==> src/core/dapc_pkg.sv <==
/*
  package for the dual-channel address map and power control block:
  geometry codes, host address bit positions, mapped request and DIMM
  control structs, clock pair counts.
  assumes a single 40 MHz clock domain and no software registers.
*/
// Contract
// - symmetric dual channel uses this map
// - six geometries with listed row/column/bank counts
// - columns from bits 3-5,7-13; x16-256 b1
// - four-bank banks from 14,15; 256x16 r12
// - eight-bank banks from 16,15,14; else r11
// - rows r0-r10 from 17-27, r12 from 28
// - three clock pairs per DIMM, six total
// - suspend flushes pending cycles before self refresh
// - CKE held low during suspend
// - ODT driven from configuration and target rank
package dapc_pkg;

  // device geometries, one per supported part
  typedef enum logic [2:0] {
    DAPC_G256X8,
    DAPC_G256X16,
    DAPC_G512X8,
    DAPC_G512X16,
    DAPC_G1GX8,
    DAPC_G1GX16
  } dapc_geom_type;

  localparam int DAPC_HOST_W = 33;
  localparam int DAPC_ROW_W = 14;
  localparam int DAPC_COL_W = 10;
  localparam int DAPC_BANK_W = 3;
  localparam int DAPC_CHAN_BIT = 6;
  localparam int DAPC_COL_LO = 3;
  localparam int DAPC_COL_MID = 7;
  localparam int DAPC_COL_TOP = 13;
  localparam int DAPC_BANK_LO = 14;
  localparam int DAPC_BANK_HI = 15;
  localparam int DAPC_BANK_X = 16;
  localparam int DAPC_ROW_LO = 17;
  localparam int DAPC_ROW_R12 = 28;
  localparam int DAPC_ROW_R11_8B = 29;
  localparam int DAPC_ROW_R13_512 = 29;
  localparam int DAPC_ROW_R13_1G = 30;
  localparam int DAPC_CLK_PER_DIMM = 3;
  localparam int DAPC_NUM_CHAN = 2;
  localparam int DAPC_RANKS_PER_DIMM = 2;

  // one translated DRAM address
  typedef struct packed {
    logic chan;
    logic [DAPC_BANK_W-1:0] bank;
    logic [DAPC_ROW_W-1:0] row;
    logic [DAPC_COL_W-1:0] col;
    logic out_of_range;
  } dapc_addr_type;

  // per-rank control toward the DIMMs
  typedef struct packed {
    logic [DAPC_NUM_CHAN*DAPC_RANKS_PER_DIMM-1:0] cke;
    logic [DAPC_NUM_CHAN*DAPC_RANKS_PER_DIMM-1:0] odt;
  } dapc_rank_ctl_type;

endpackage

==> src/core/dapc_addr_map.sv <==
/*
  combinational host to DRAM address translation for symmetric
  dual-channel mode.
  assumes a stable geometry code and a host address in the same cycle.
*/
`timescale 1ns/1ps
module dapc_addr_map (
  // configuration
  input wire dapc_pkg::dapc_geom_type geom,
  // host address in, translated address out
  input wire logic [dapc_pkg::DAPC_HOST_W-1:0] host_addr,
  output dapc_pkg::dapc_addr_type mapped
);
  import dapc_pkg::*;

  // geometry class decodes
  wire is_8bank = (geom == DAPC_G1GX8) || (geom == DAPC_G1GX16);
  wire is_256x16 = (geom == DAPC_G256X16);
  wire has_r13 = (geom == DAPC_G512X8) || (geom == DAPC_G1GX8);
  wire has_r12 = !is_256x16;

  // highest host bit used per geometry; anything above is outside memory
  wire [5:0] top_bit = (geom == DAPC_G1GX8) ? 6'h1e :
                       (geom == DAPC_G1GX16) ? 6'h1d :
                       (geom == DAPC_G512X8) ? 6'h1d :
                       is_256x16 ? 6'h1b : 6'h1c;
  wire [DAPC_HOST_W-1:0] hi_mask = ~((33'h2 << top_bit) - 33'h1);

  // column: c0-c2 from 3-5, c3-c8 from 7-12; bit 6 skipped
  wire [DAPC_COL_W-1:0] col = {
    is_256x16 ? 1'b0 : host_addr[DAPC_COL_TOP],
    host_addr[DAPC_COL_MID +: 6],
    host_addr[DAPC_COL_LO +: 3]};

  // bank selection differs between four and eight bank parts
  wire [DAPC_BANK_W-1:0] bank = is_8bank ?
    {host_addr[DAPC_BANK_LO], host_addr[DAPC_BANK_HI],
     host_addr[DAPC_BANK_X]} :
    {1'b0,
     is_256x16 ? host_addr[DAPC_COL_TOP] : host_addr[DAPC_BANK_HI],
     host_addr[DAPC_BANK_LO]};

  // row assembly
  wire r11 = is_8bank ? host_addr[DAPC_ROW_R11_8B] :
             host_addr[DAPC_BANK_X];
  wire r12 = has_r12 ? host_addr[DAPC_ROW_R12] :
             host_addr[DAPC_BANK_HI];
  wire r13 = !has_r13 ? 1'b0 :
             (geom == DAPC_G1GX8) ? host_addr[DAPC_ROW_R13_1G] :
             host_addr[DAPC_ROW_R13_512];
  wire [DAPC_ROW_W-1:0] row = {r13, r12, r11,
    host_addr[DAPC_ROW_LO +: 11]};

  // bit 6 only picks the channel, never an address line
  assign mapped.chan = host_addr[DAPC_CHAN_BIT];
  assign mapped.col = col;
  assign mapped.bank = bank;
  assign mapped.row = row;
  assign mapped.out_of_range = |(host_addr & hi_mask);

endmodule // dapc_addr_map

==> src/core/dapc_ctl.sv <==
/*
  top of the dual-channel address map and power control block:
  registers translated requests, runs the suspend-to-RAM entry
  sequence, drives CKE, ODT and the DIMM clock pairs.
  assumes the scheduler reports outstanding cycles on pending and
  accepts one request per valid/ready handshake.
*/
`timescale 1ns/1ps
module dapc_ctl #(
  parameter int CLK_PAIRS = dapc_pkg::DAPC_CLK_PER_DIMM,
  parameter int NUM_CHAN = dapc_pkg::DAPC_NUM_CHAN,
  parameter int RANKS = dapc_pkg::DAPC_RANKS_PER_DIMM
) (
  // clock and reset
  input wire logic sys_clk,
  input wire logic resetn,
  // configuration
  input wire dapc_pkg::dapc_geom_type geom,
  input wire logic dual_symmetric,
  input wire logic [NUM_CHAN*RANKS-1:0] rank_present,
  // host request
  input wire logic req_valid,
  input wire logic req_write,
  input wire logic [dapc_pkg::DAPC_HOST_W-1:0] req_addr,
  input wire logic [$clog2(RANKS)-1:0] req_rank,
  output logic req_ready,
  // translated request toward the scheduler
  output logic map_valid,
  output logic map_write,
  output dapc_pkg::dapc_addr_type map_addr,
  output logic [$clog2(RANKS)-1:0] map_rank,
  // scheduler status
  input wire logic pending,
  input wire logic xfer_active,
  // power management
  input wire logic suspend_req,
  output logic self_refresh_cmd,
  output logic suspend_to_ram_state,
  // DIMM pins
  output logic [NUM_CHAN*CLK_PAIRS-1:0] dimm_clk_p,
  output logic [NUM_CHAN*CLK_PAIRS-1:0] dimm_clk_n,
  output logic [NUM_CHAN*RANKS-1:0] cke,
  output logic [NUM_CHAN*RANKS-1:0] odt
);
  import dapc_pkg::*;

  typedef enum logic [1:0] {
    DAPC_RUN,
    DAPC_FLUSH,
    DAPC_ENTER_SR,
    DAPC_SUSPENDED
  } dapc_pwr_type;

  dapc_pwr_type pwr;
  dapc_pwr_type next_pwr;
  dapc_addr_type xlat;
  logic clk_phase;

  // translation; single channel maps live elsewhere
  dapc_addr_map u_map (
    .geom(geom),
    .host_addr(req_addr),
    .mapped(xlat)
  );

  // requests stop while flushing so the pending set only shrinks
  assign req_ready = (pwr == DAPC_RUN) && !suspend_req && dual_symmetric;
  wire req_take = req_valid && req_ready;

  // translated request register
  always_ff @(posedge sys_clk or negedge resetn) begin
    if (!resetn) begin
      map_valid <= 1'b0;
      map_write <= 1'b0;
      map_addr <= '0;
      map_rank <= '0;
    end else begin
      map_valid <= req_take;
      if (req_take) begin
        map_write <= req_write;
        map_addr <= xlat;
        map_rank <= req_rank;
      end
    end
  end

  // suspend sequence: drain, issue self refresh, then hold CKE low
  always_comb begin
    next_pwr = pwr;
    case (pwr)
      DAPC_RUN: begin
        if (suspend_req) begin
          next_pwr = DAPC_FLUSH;
        end
      end
      DAPC_FLUSH: begin
        if (!pending && !map_valid) begin
          next_pwr = DAPC_ENTER_SR;
        end
      end
      DAPC_ENTER_SR: begin
        next_pwr = DAPC_SUSPENDED;
      end
      DAPC_SUSPENDED: begin
        if (!suspend_req) begin
          next_pwr = DAPC_RUN;
        end
      end
      default: begin
        next_pwr = DAPC_RUN;
      end
    endcase
  end

  always_ff @(posedge sys_clk or negedge resetn) begin
    if (!resetn) begin
      pwr <= DAPC_RUN;
    end else begin
      pwr <= next_pwr;
    end
  end

  // self refresh command is a single pulse to all populated ranks
  always_ff @(posedge sys_clk or negedge resetn) begin
    if (!resetn) begin
      self_refresh_cmd <= 1'b0;
      suspend_to_ram_state <= 1'b0;
    end else begin
      self_refresh_cmd <= (next_pwr == DAPC_ENTER_SR);
      suspend_to_ram_state <= (next_pwr == DAPC_SUSPENDED);
    end
  end

  // CKE low in suspend; empty ranks stay low always
  wire cke_on = (next_pwr == DAPC_RUN) || (next_pwr == DAPC_FLUSH);
  always_ff @(posedge sys_clk or negedge resetn) begin
    if (!resetn) begin
      cke <= '0;
    end else begin
      cke <= cke_on ? rank_present : '0;
    end
  end

  // ODT per rank: on writes terminate at the target rank; on reads at a
  // populated non-target rank of the same DIMM, never the driving one
  genvar g;
  generate
    for (g = 0; g < NUM_CHAN*RANKS; g++) begin : g_odt
      localparam int CH = g / RANKS;
      localparam int RK = g % RANKS;
      wire on_chan = (map_addr.chan == CH[0]);
      wire target = on_chan && (map_rank == RK[$clog2(RANKS)-1:0]);
      wire want = xfer_active && on_chan && rank_present[g] &&
                  (map_write ? target : !target);
      always_ff @(posedge sys_clk or negedge resetn) begin
        if (!resetn) begin
          odt[g] <= 1'b0;
        end else begin
          odt[g] <= want && (pwr == DAPC_RUN ||
                             pwr == DAPC_FLUSH);
        end
      end
    end
  endgenerate

  // DIMM clocks: half sys_clk rate, all pairs in phase
  always_ff @(posedge sys_clk or negedge resetn) begin
    if (!resetn) begin
      clk_phase <= 1'b0;
    end else begin
      clk_phase <= ~clk_phase;
    end
  end
  assign dimm_clk_p = {(NUM_CHAN*CLK_PAIRS){clk_phase}};
  assign dimm_clk_n = {(NUM_CHAN*CLK_PAIRS){~clk_phase}};

endmodule // dapc_ctl

==> config.mk <==
export PLATFORM = sky130hd
export DESIGN_NAME = dapc_ctl
export DESIGN_NICKNAME = d
export VERILOG_FILES = /design/src/core/dapc_pkg.sv /design/src/core/dapc_addr_map.sv /design/src/core/dapc_ctl.sv
export SDC_FILE = /design/constraint.sdc
export NUM_CORES = 1
export LEC_CHECK = 0
export ABC_CLOCK_PERIOD_IN_PS = 1400
export BUFFER_PORTS_ARGS = -buffer_cell sky130_fd_sc_hd__buf_2
export CORE_MARGIN = 3
export CORE_UTILIZATION = 40
export CTS_CLUSTER_DIAMETER = 80
export CTS_CLUSTER_SIZE = 28
export DETAILED_ROUTE_END_ITERATION = 8
export PLACE_DENSITY = 0.75
export REMOVE_ABC_BUFFERS = 1
export SYNTH_ARGS = -nofsm -noshare
export SYNTH_HDL_FRONTEND = slang
export SYNTH_SLANG_ARGS = --single-unit
==> constraint.sdc <==
create_clock -name sys_clk -period 1.4 [get_ports sys_clk]
set_input_delay 0.28 -clock sys_clk [delete_from_list [all_inputs] [get_ports sys_clk]]
set_output_delay 0.28 -clock sys_clk [all_outputs]
set_load 0.05 [all_outputs]
Word-level counts from Yosys, hierarchy flattened
Index checks and enable logic that the tools add are counted.
- input port bits: 49
- register bits after elaboration: 45
- shift operators: 1
- reductions and logical operators: 36
- equality and inequality tests: 10
- bitwise logic cells: 5
- muxes and demuxes: 20
- $add $sub $neg: 1
- operator list (operator ; number):
    33-bit AND ; 1
    33-bit NOT ; 1
    33-bit OR reduction ; 1
    2-bit by 6-bit left shift with 33-bit output (first input constant) ; 1
    33-bit by 1-bit subtractor with 33-bit output (second input constant) ; 1
    1-bit logical AND ; 22
    6-bit two-way mux ; 3
    1-bit two-way mux ; 10
    2-bit == test (second input constant) ; 4
    2-bit case mux with 4 select lines ; 1
    1-bit logical NOT ; 7
    3-bit == test (second input constant) ; 2
    2-bit two-way mux ; 3
    3-bit two-way mux ; 2
    2-bit by 1-bit == test with 1-bit output (second input constant) ; 2
    2-bit logical NOT ; 2
    1-bit logical OR ; 4
    4-bit two-way mux ; 1
    3-bit by 1-bit == test with 1-bit output (second input constant) ; 1
    3-bit by 2-bit == test with 1-bit output (second input constant) ; 1
    1-bit NOT ; 3

Depth between registers and ports, before layout
- word-level depth: 10
- gate-level depth with buffers: 6
- gate-level depth less buffers: 5

Cells and area by module
From an unflattened synthesis, not the netlist that was laid out.
- cell total of the unflattened synthesis: 169
- area total of the unflattened synthesis: 2245.9 um^2
- modules (own cells, without submodules) (module ; instances ; area each (um^2) ; cells each ; seq. area each (um^2)):
    dapc_ctl ; 1 ; 1875.5 ; 115 ; 1126.1
    dapc_addr_map ; 1 ; 370.4 ; 54 ; 0.0

Worst setup path after synthesis
OpenSTA, ideal clock, no wires.
- path type: reg-to-reg
- start point: reg pwr[1]
- end point: reg map_addr[20] (netlist name)
- data required time: 1.275 ns
- buffers on the path: 0
- slack: -0.452 ns
- stages on the path, launching flop included: 4
- arrival: 1.727 ns
- library setup time: 0.125 ns
- period minus slack after synthesis: 1.852 ns
- cell sequence: dfrtp_1 -> nor4b_4 -> nand2_4 -> mux2_4
- longest elaborated chain between the ends: 4
- ends and longest elaborated chain (what ; RTL line ; RTL):
    start, declared ; dapc_ctl.sv:54 ; dapc_pwr_type pwr;
    start signal, assigned ; dapc_ctl.sv:119 ; pwr <= next_pwr;
    2-bit logical NOT ; dapc_ctl.sv:67 ; assign req_ready = (pwr == DAPC_RUN) && !suspend_req && dual_symmetric;
    1-bit logical AND (2 in a row) ; dapc_ctl.sv:67 ;
    named net req_ready ; dapc_ctl.sv:26 ; output logic req_ready,
    1-bit logical AND ; dapc_ctl.sv:68 ; wire req_take = req_valid && req_ready;
    end signal, assigned ; dapc_ctl.sv:81 ; map_addr <= xlat;
    end, declared ; dapc_ctl.sv:30 ; output dapc_pkg::dapc_addr_type map_addr,
The timed path passes the listed nets, and every way through them passes these cells.
A chain may end at the register's enable or synchronous reset.

Final worst setup path
- start point: reg pwr[1]
- end point: out req_ready
- longest elaborated chain between the ends: 3
- ends and longest elaborated chain (what ; RTL line):
    2-bit logical NOT ; dapc_ctl.sv:67
    1-bit logical AND (2 in a row) ; dapc_ctl.sv:67
    end, declared ; dapc_ctl.sv:26
No other way between the ends.

==> key figures <==
Drt
  • Via count: 1622
  • Antenna Nets Post-Route: 0
  • DR vias/cell: 4.42
  • Routed WL per cell: 12.4 um
  • Initial drt markers: 57
  • # DRC: 0
  • Drt first pass iters: 4
  • Routed Wire Length: 4540 um

Worst setup path
  • Crit-path cells: nor4b_4 > buf_6
  • Worst path arrival time: 1.23 ns
  • Req. time, crit path: 1.12 ns
  • Kind of critical path: reg2out
  • Critical Path Fanout Max: 2
  • Slowest Stage Delay on Critical Path: 0.42 ns
  • CP startpoint: pwr[1]$_DFF_PN0_
  • Critical path startpoint category: register
  • Slowest-stage cell, CP: dfrtp_1
  • Worst r2r src: pwr[1]$_DFF_PN0_
  • Buf/Inv on CP: 1
  • Family with the most delay on the worst path: flip-flops
  • Worst setup EP type: primary output

Flow run
  • Max-cap viol count: 0

Yosys
  • Yosys reg bits: 45
  • Sequential fraction of the synthesis area: 57.8%
  • Ys flop type: dfrtp_1
  • Cells after Synth: 191
  • Yosys warns: 0
  • Avg Inst Size Synth: 10.2 sq um
  • Async S/R FF share, synth: 100%
  • Synthesized area: 1950 sq um
  • Yosys cell types: 34
  • Number of flops mapped to enable cells by yosys: 0

Final layout
  • Layout cell share with drive strength beyond 1: 45.0%
  • Reg area: 1130 sq um
  • N_diodes: 0
  • Commonest cells after routing, fill and taps aside: buf_2 (93), nand2_1 (73), dfrtp_1 (44), buf_4 (12)
  • Final nets: 351
  • Multi-input logic area: 703 sq um
  • Layout area overhead: 43.0%
  • Cell Count, Final, Fillers Out: 367
  • Cell area after layout: 2790 sq um
  • Most common cell after layout, fill and taps aside: buf_2
  • Filler cells: 408

Power and ir drop
  • Leak: 1.57 nW
  • Worst vdd ir: 0.00149 V
  • Net Sw Power: 0.00322 W
  • Pint: 0.00312 W
  • Sw frac: 50.8%
  • Combinational share of power: 53.0%
  • Clk pwr share: 13.5%
  • Overall power: 0.00634 W
  • Sequential fraction of design power: 33.5%
  • Pwr/cell area: 2270 nW/um^2

Placement
  • Area post-placement: 2530 sq um
  • RePlAce Congestion: 0.801
  • Hpwl dp: 3340 um
  • IO buf count: 100
  • Cells after DPL: 352

GRT
  • Largest net degree at the start of global routing: 25
  • Total GRT Usage: 15.8%
  • First-pass GRT wire length: 6790 um
  • Overflow after GRT: 0
  • Number of global-route vias before repair: 1484
  • Initial antenna violation count: 0

STA
  • Final period util: 108%
  • Tmin final: 1.51 ns
  • Final hold vios: 0
  • RSZ-0062 raised after global routing: true
  • # setup viols final: 31
  • Worst Clk Skew: 0.00900 ns
  • Fin worst setup slack: -0.114 ns
  • Fmax: 0.660 GHz
  • Worst Hold Slack: 0.174 ns
  • Max-slew violations: 0

Floorplanning
  • Core area: 4530 sq um
  • Die height: 75.8 um
  • Die area: 5750 sq um
  • Row Count: 24
  • Die width: 75.8 um
  • # IOs: 104
  • Initial Util: 43.0%

Clocking
  • Clk_lat worst skew: 0.29 ns
  • Clock transition at path regs: 0.08 ns
  • CTS tree: built
  • Root buf cell: clkbuf_8
  • Clock Path Buffers: 2
  • Num CTS Buffers: 5
  • Sink Count: 45
  • H-tree Lvls: 2

Hold path
  • Hold path start: req_addr[22]
  • Hold WC Path Type: in2reg

Status
  • Failing checks: setup timing
  • Status: complete, but fails checks
Yosys cell counts, types with 3 or more instances:
master,number,area share [%]
inv_1,3,0.58
buf_6,3,1.7
nor2_1,3,0.58
dfrtp_1,45,58
nor3b_1,3,1.2
nand2_1,73,14
a21oi_1,3,0.77
mux2i_1,5,2.6
and2_1,4,1.3
o21ai_1,5,1.3
buf_4,12,4.6
and3_1,4,1.3
tightest hold or removal path, delay by kind of cell:
kind | cells | cell delay (ns)
and+or+nand+nor | 2 | 0.08
buffers and inverters | 1 | 0.07
power groups by stage:
stage	Clock (W)	Sequential, W	Combinational (W)
floorplan	0	0.00395	0.000599
global placement	0	0.00212	0.00327
detailed placement	0	0.00215	0.00332
CTS	0.000880	0.00213	0.00336
global route	0.000936	0.00220	0.00356
finish	0.000857	0.00213	0.00336
kinds of logic (layout without fill, tap and decap cells):
logic type / after synthesis / in the layout / share of synthesized area (%)
AOI/OAI and AO/OA: 15 / 15 / 4.49
xor gates and xnor gates: 3 / 3 / 1.35
adders and majority gates: 1 / 1 / 0.642
buffers and inverters: 21 / 130 / 7.77
DFF: 45 / 45 / 57.8
muxes: 7 / 7 / 4.11
other: 1 / 2 / 0.192
and+or+nand+nor: 98 / 99 / 23.7
metrics by stage:
| stage | setup slack (ns) | util (%) | setup TNS, ns |
|---|---|---|---|
| floorplan | -3.55 | - | -47.15 |
| global placement | -0.0226 | 55.8 | -0.0270 |
| detailed placement | -0.0542 | 55.8 | -0.513 |
| CTS | -0.101 | 60.2 | -0.190 |
| global route | -0.148 | 61.5 | -3.12 |
| finish | -0.114 | 61.5 | -1.36 |
metal layers:
layer	vias to the layer above	track usage, %	part of all wire [%]
met5	-	0	0
met3	10	3.83	6.2
met2	62	27.5	51
met1	726	18.4	41
li1	824	-	-
met4	0	6.99	2.0
state kept, by name, indices dropped and copies added, names as in the netlist:
| name | flops |
|---|---|
| g_odt.on_chan | 1 |
| map_write | 1 |
| map_addr | 28 |
| suspend_to_ram_state | 1 |
| self_refresh_cmd | 1 |
| pwr | 2 |
| cke | 4 |
| map_valid | 1 |
| odt | 4 |
| clk_phase | 1 |
| map_rank | 1 |
final cells by class:
class,count,area share (%)
flip-flops and latches,45,40.4
clock buffers,7,3.46
well taps,65,2.92
inverters,4,1.08
repair buffers,118,26.7
multi-input cells,127,25.2
clock inverters,1,0.180
what timing repair did:
| item | 4_1_cts | 5_1_grt |
|---|---|---|
| resized for setup | 18 | 7 |
| hold buffers | 1 | 0 |
| buffers inserted | 4 | 0 |
| endpoints found under the setup margin | 35 | 40 |
| pin swaps | 4 | 0 |
| endpoints found under the hold margin | 13 | 0 |
| cloned | 0 | 2 |
worst paths after layout:
path	endpoint	slack [ns]	cells after the start
worst max-delay path	req_ready	-0.11	2
max in group asynchronous	map_addr[7]$_DFFE_PN0P_	0.54	3
min in group asynchronous	odt[3]$_DFF_PN0_	0.43	2
worst max register to register	map_addr[16]$_DFFE_PN0P_	-0.07	6
worst min register to register	map_addr[7]$_DFFE_PN0P_	0.47	2
worst min-delay path	map_addr[16]$_DFFE_PN0P_	0.17	3
Power figures use the tool's default switching activity.
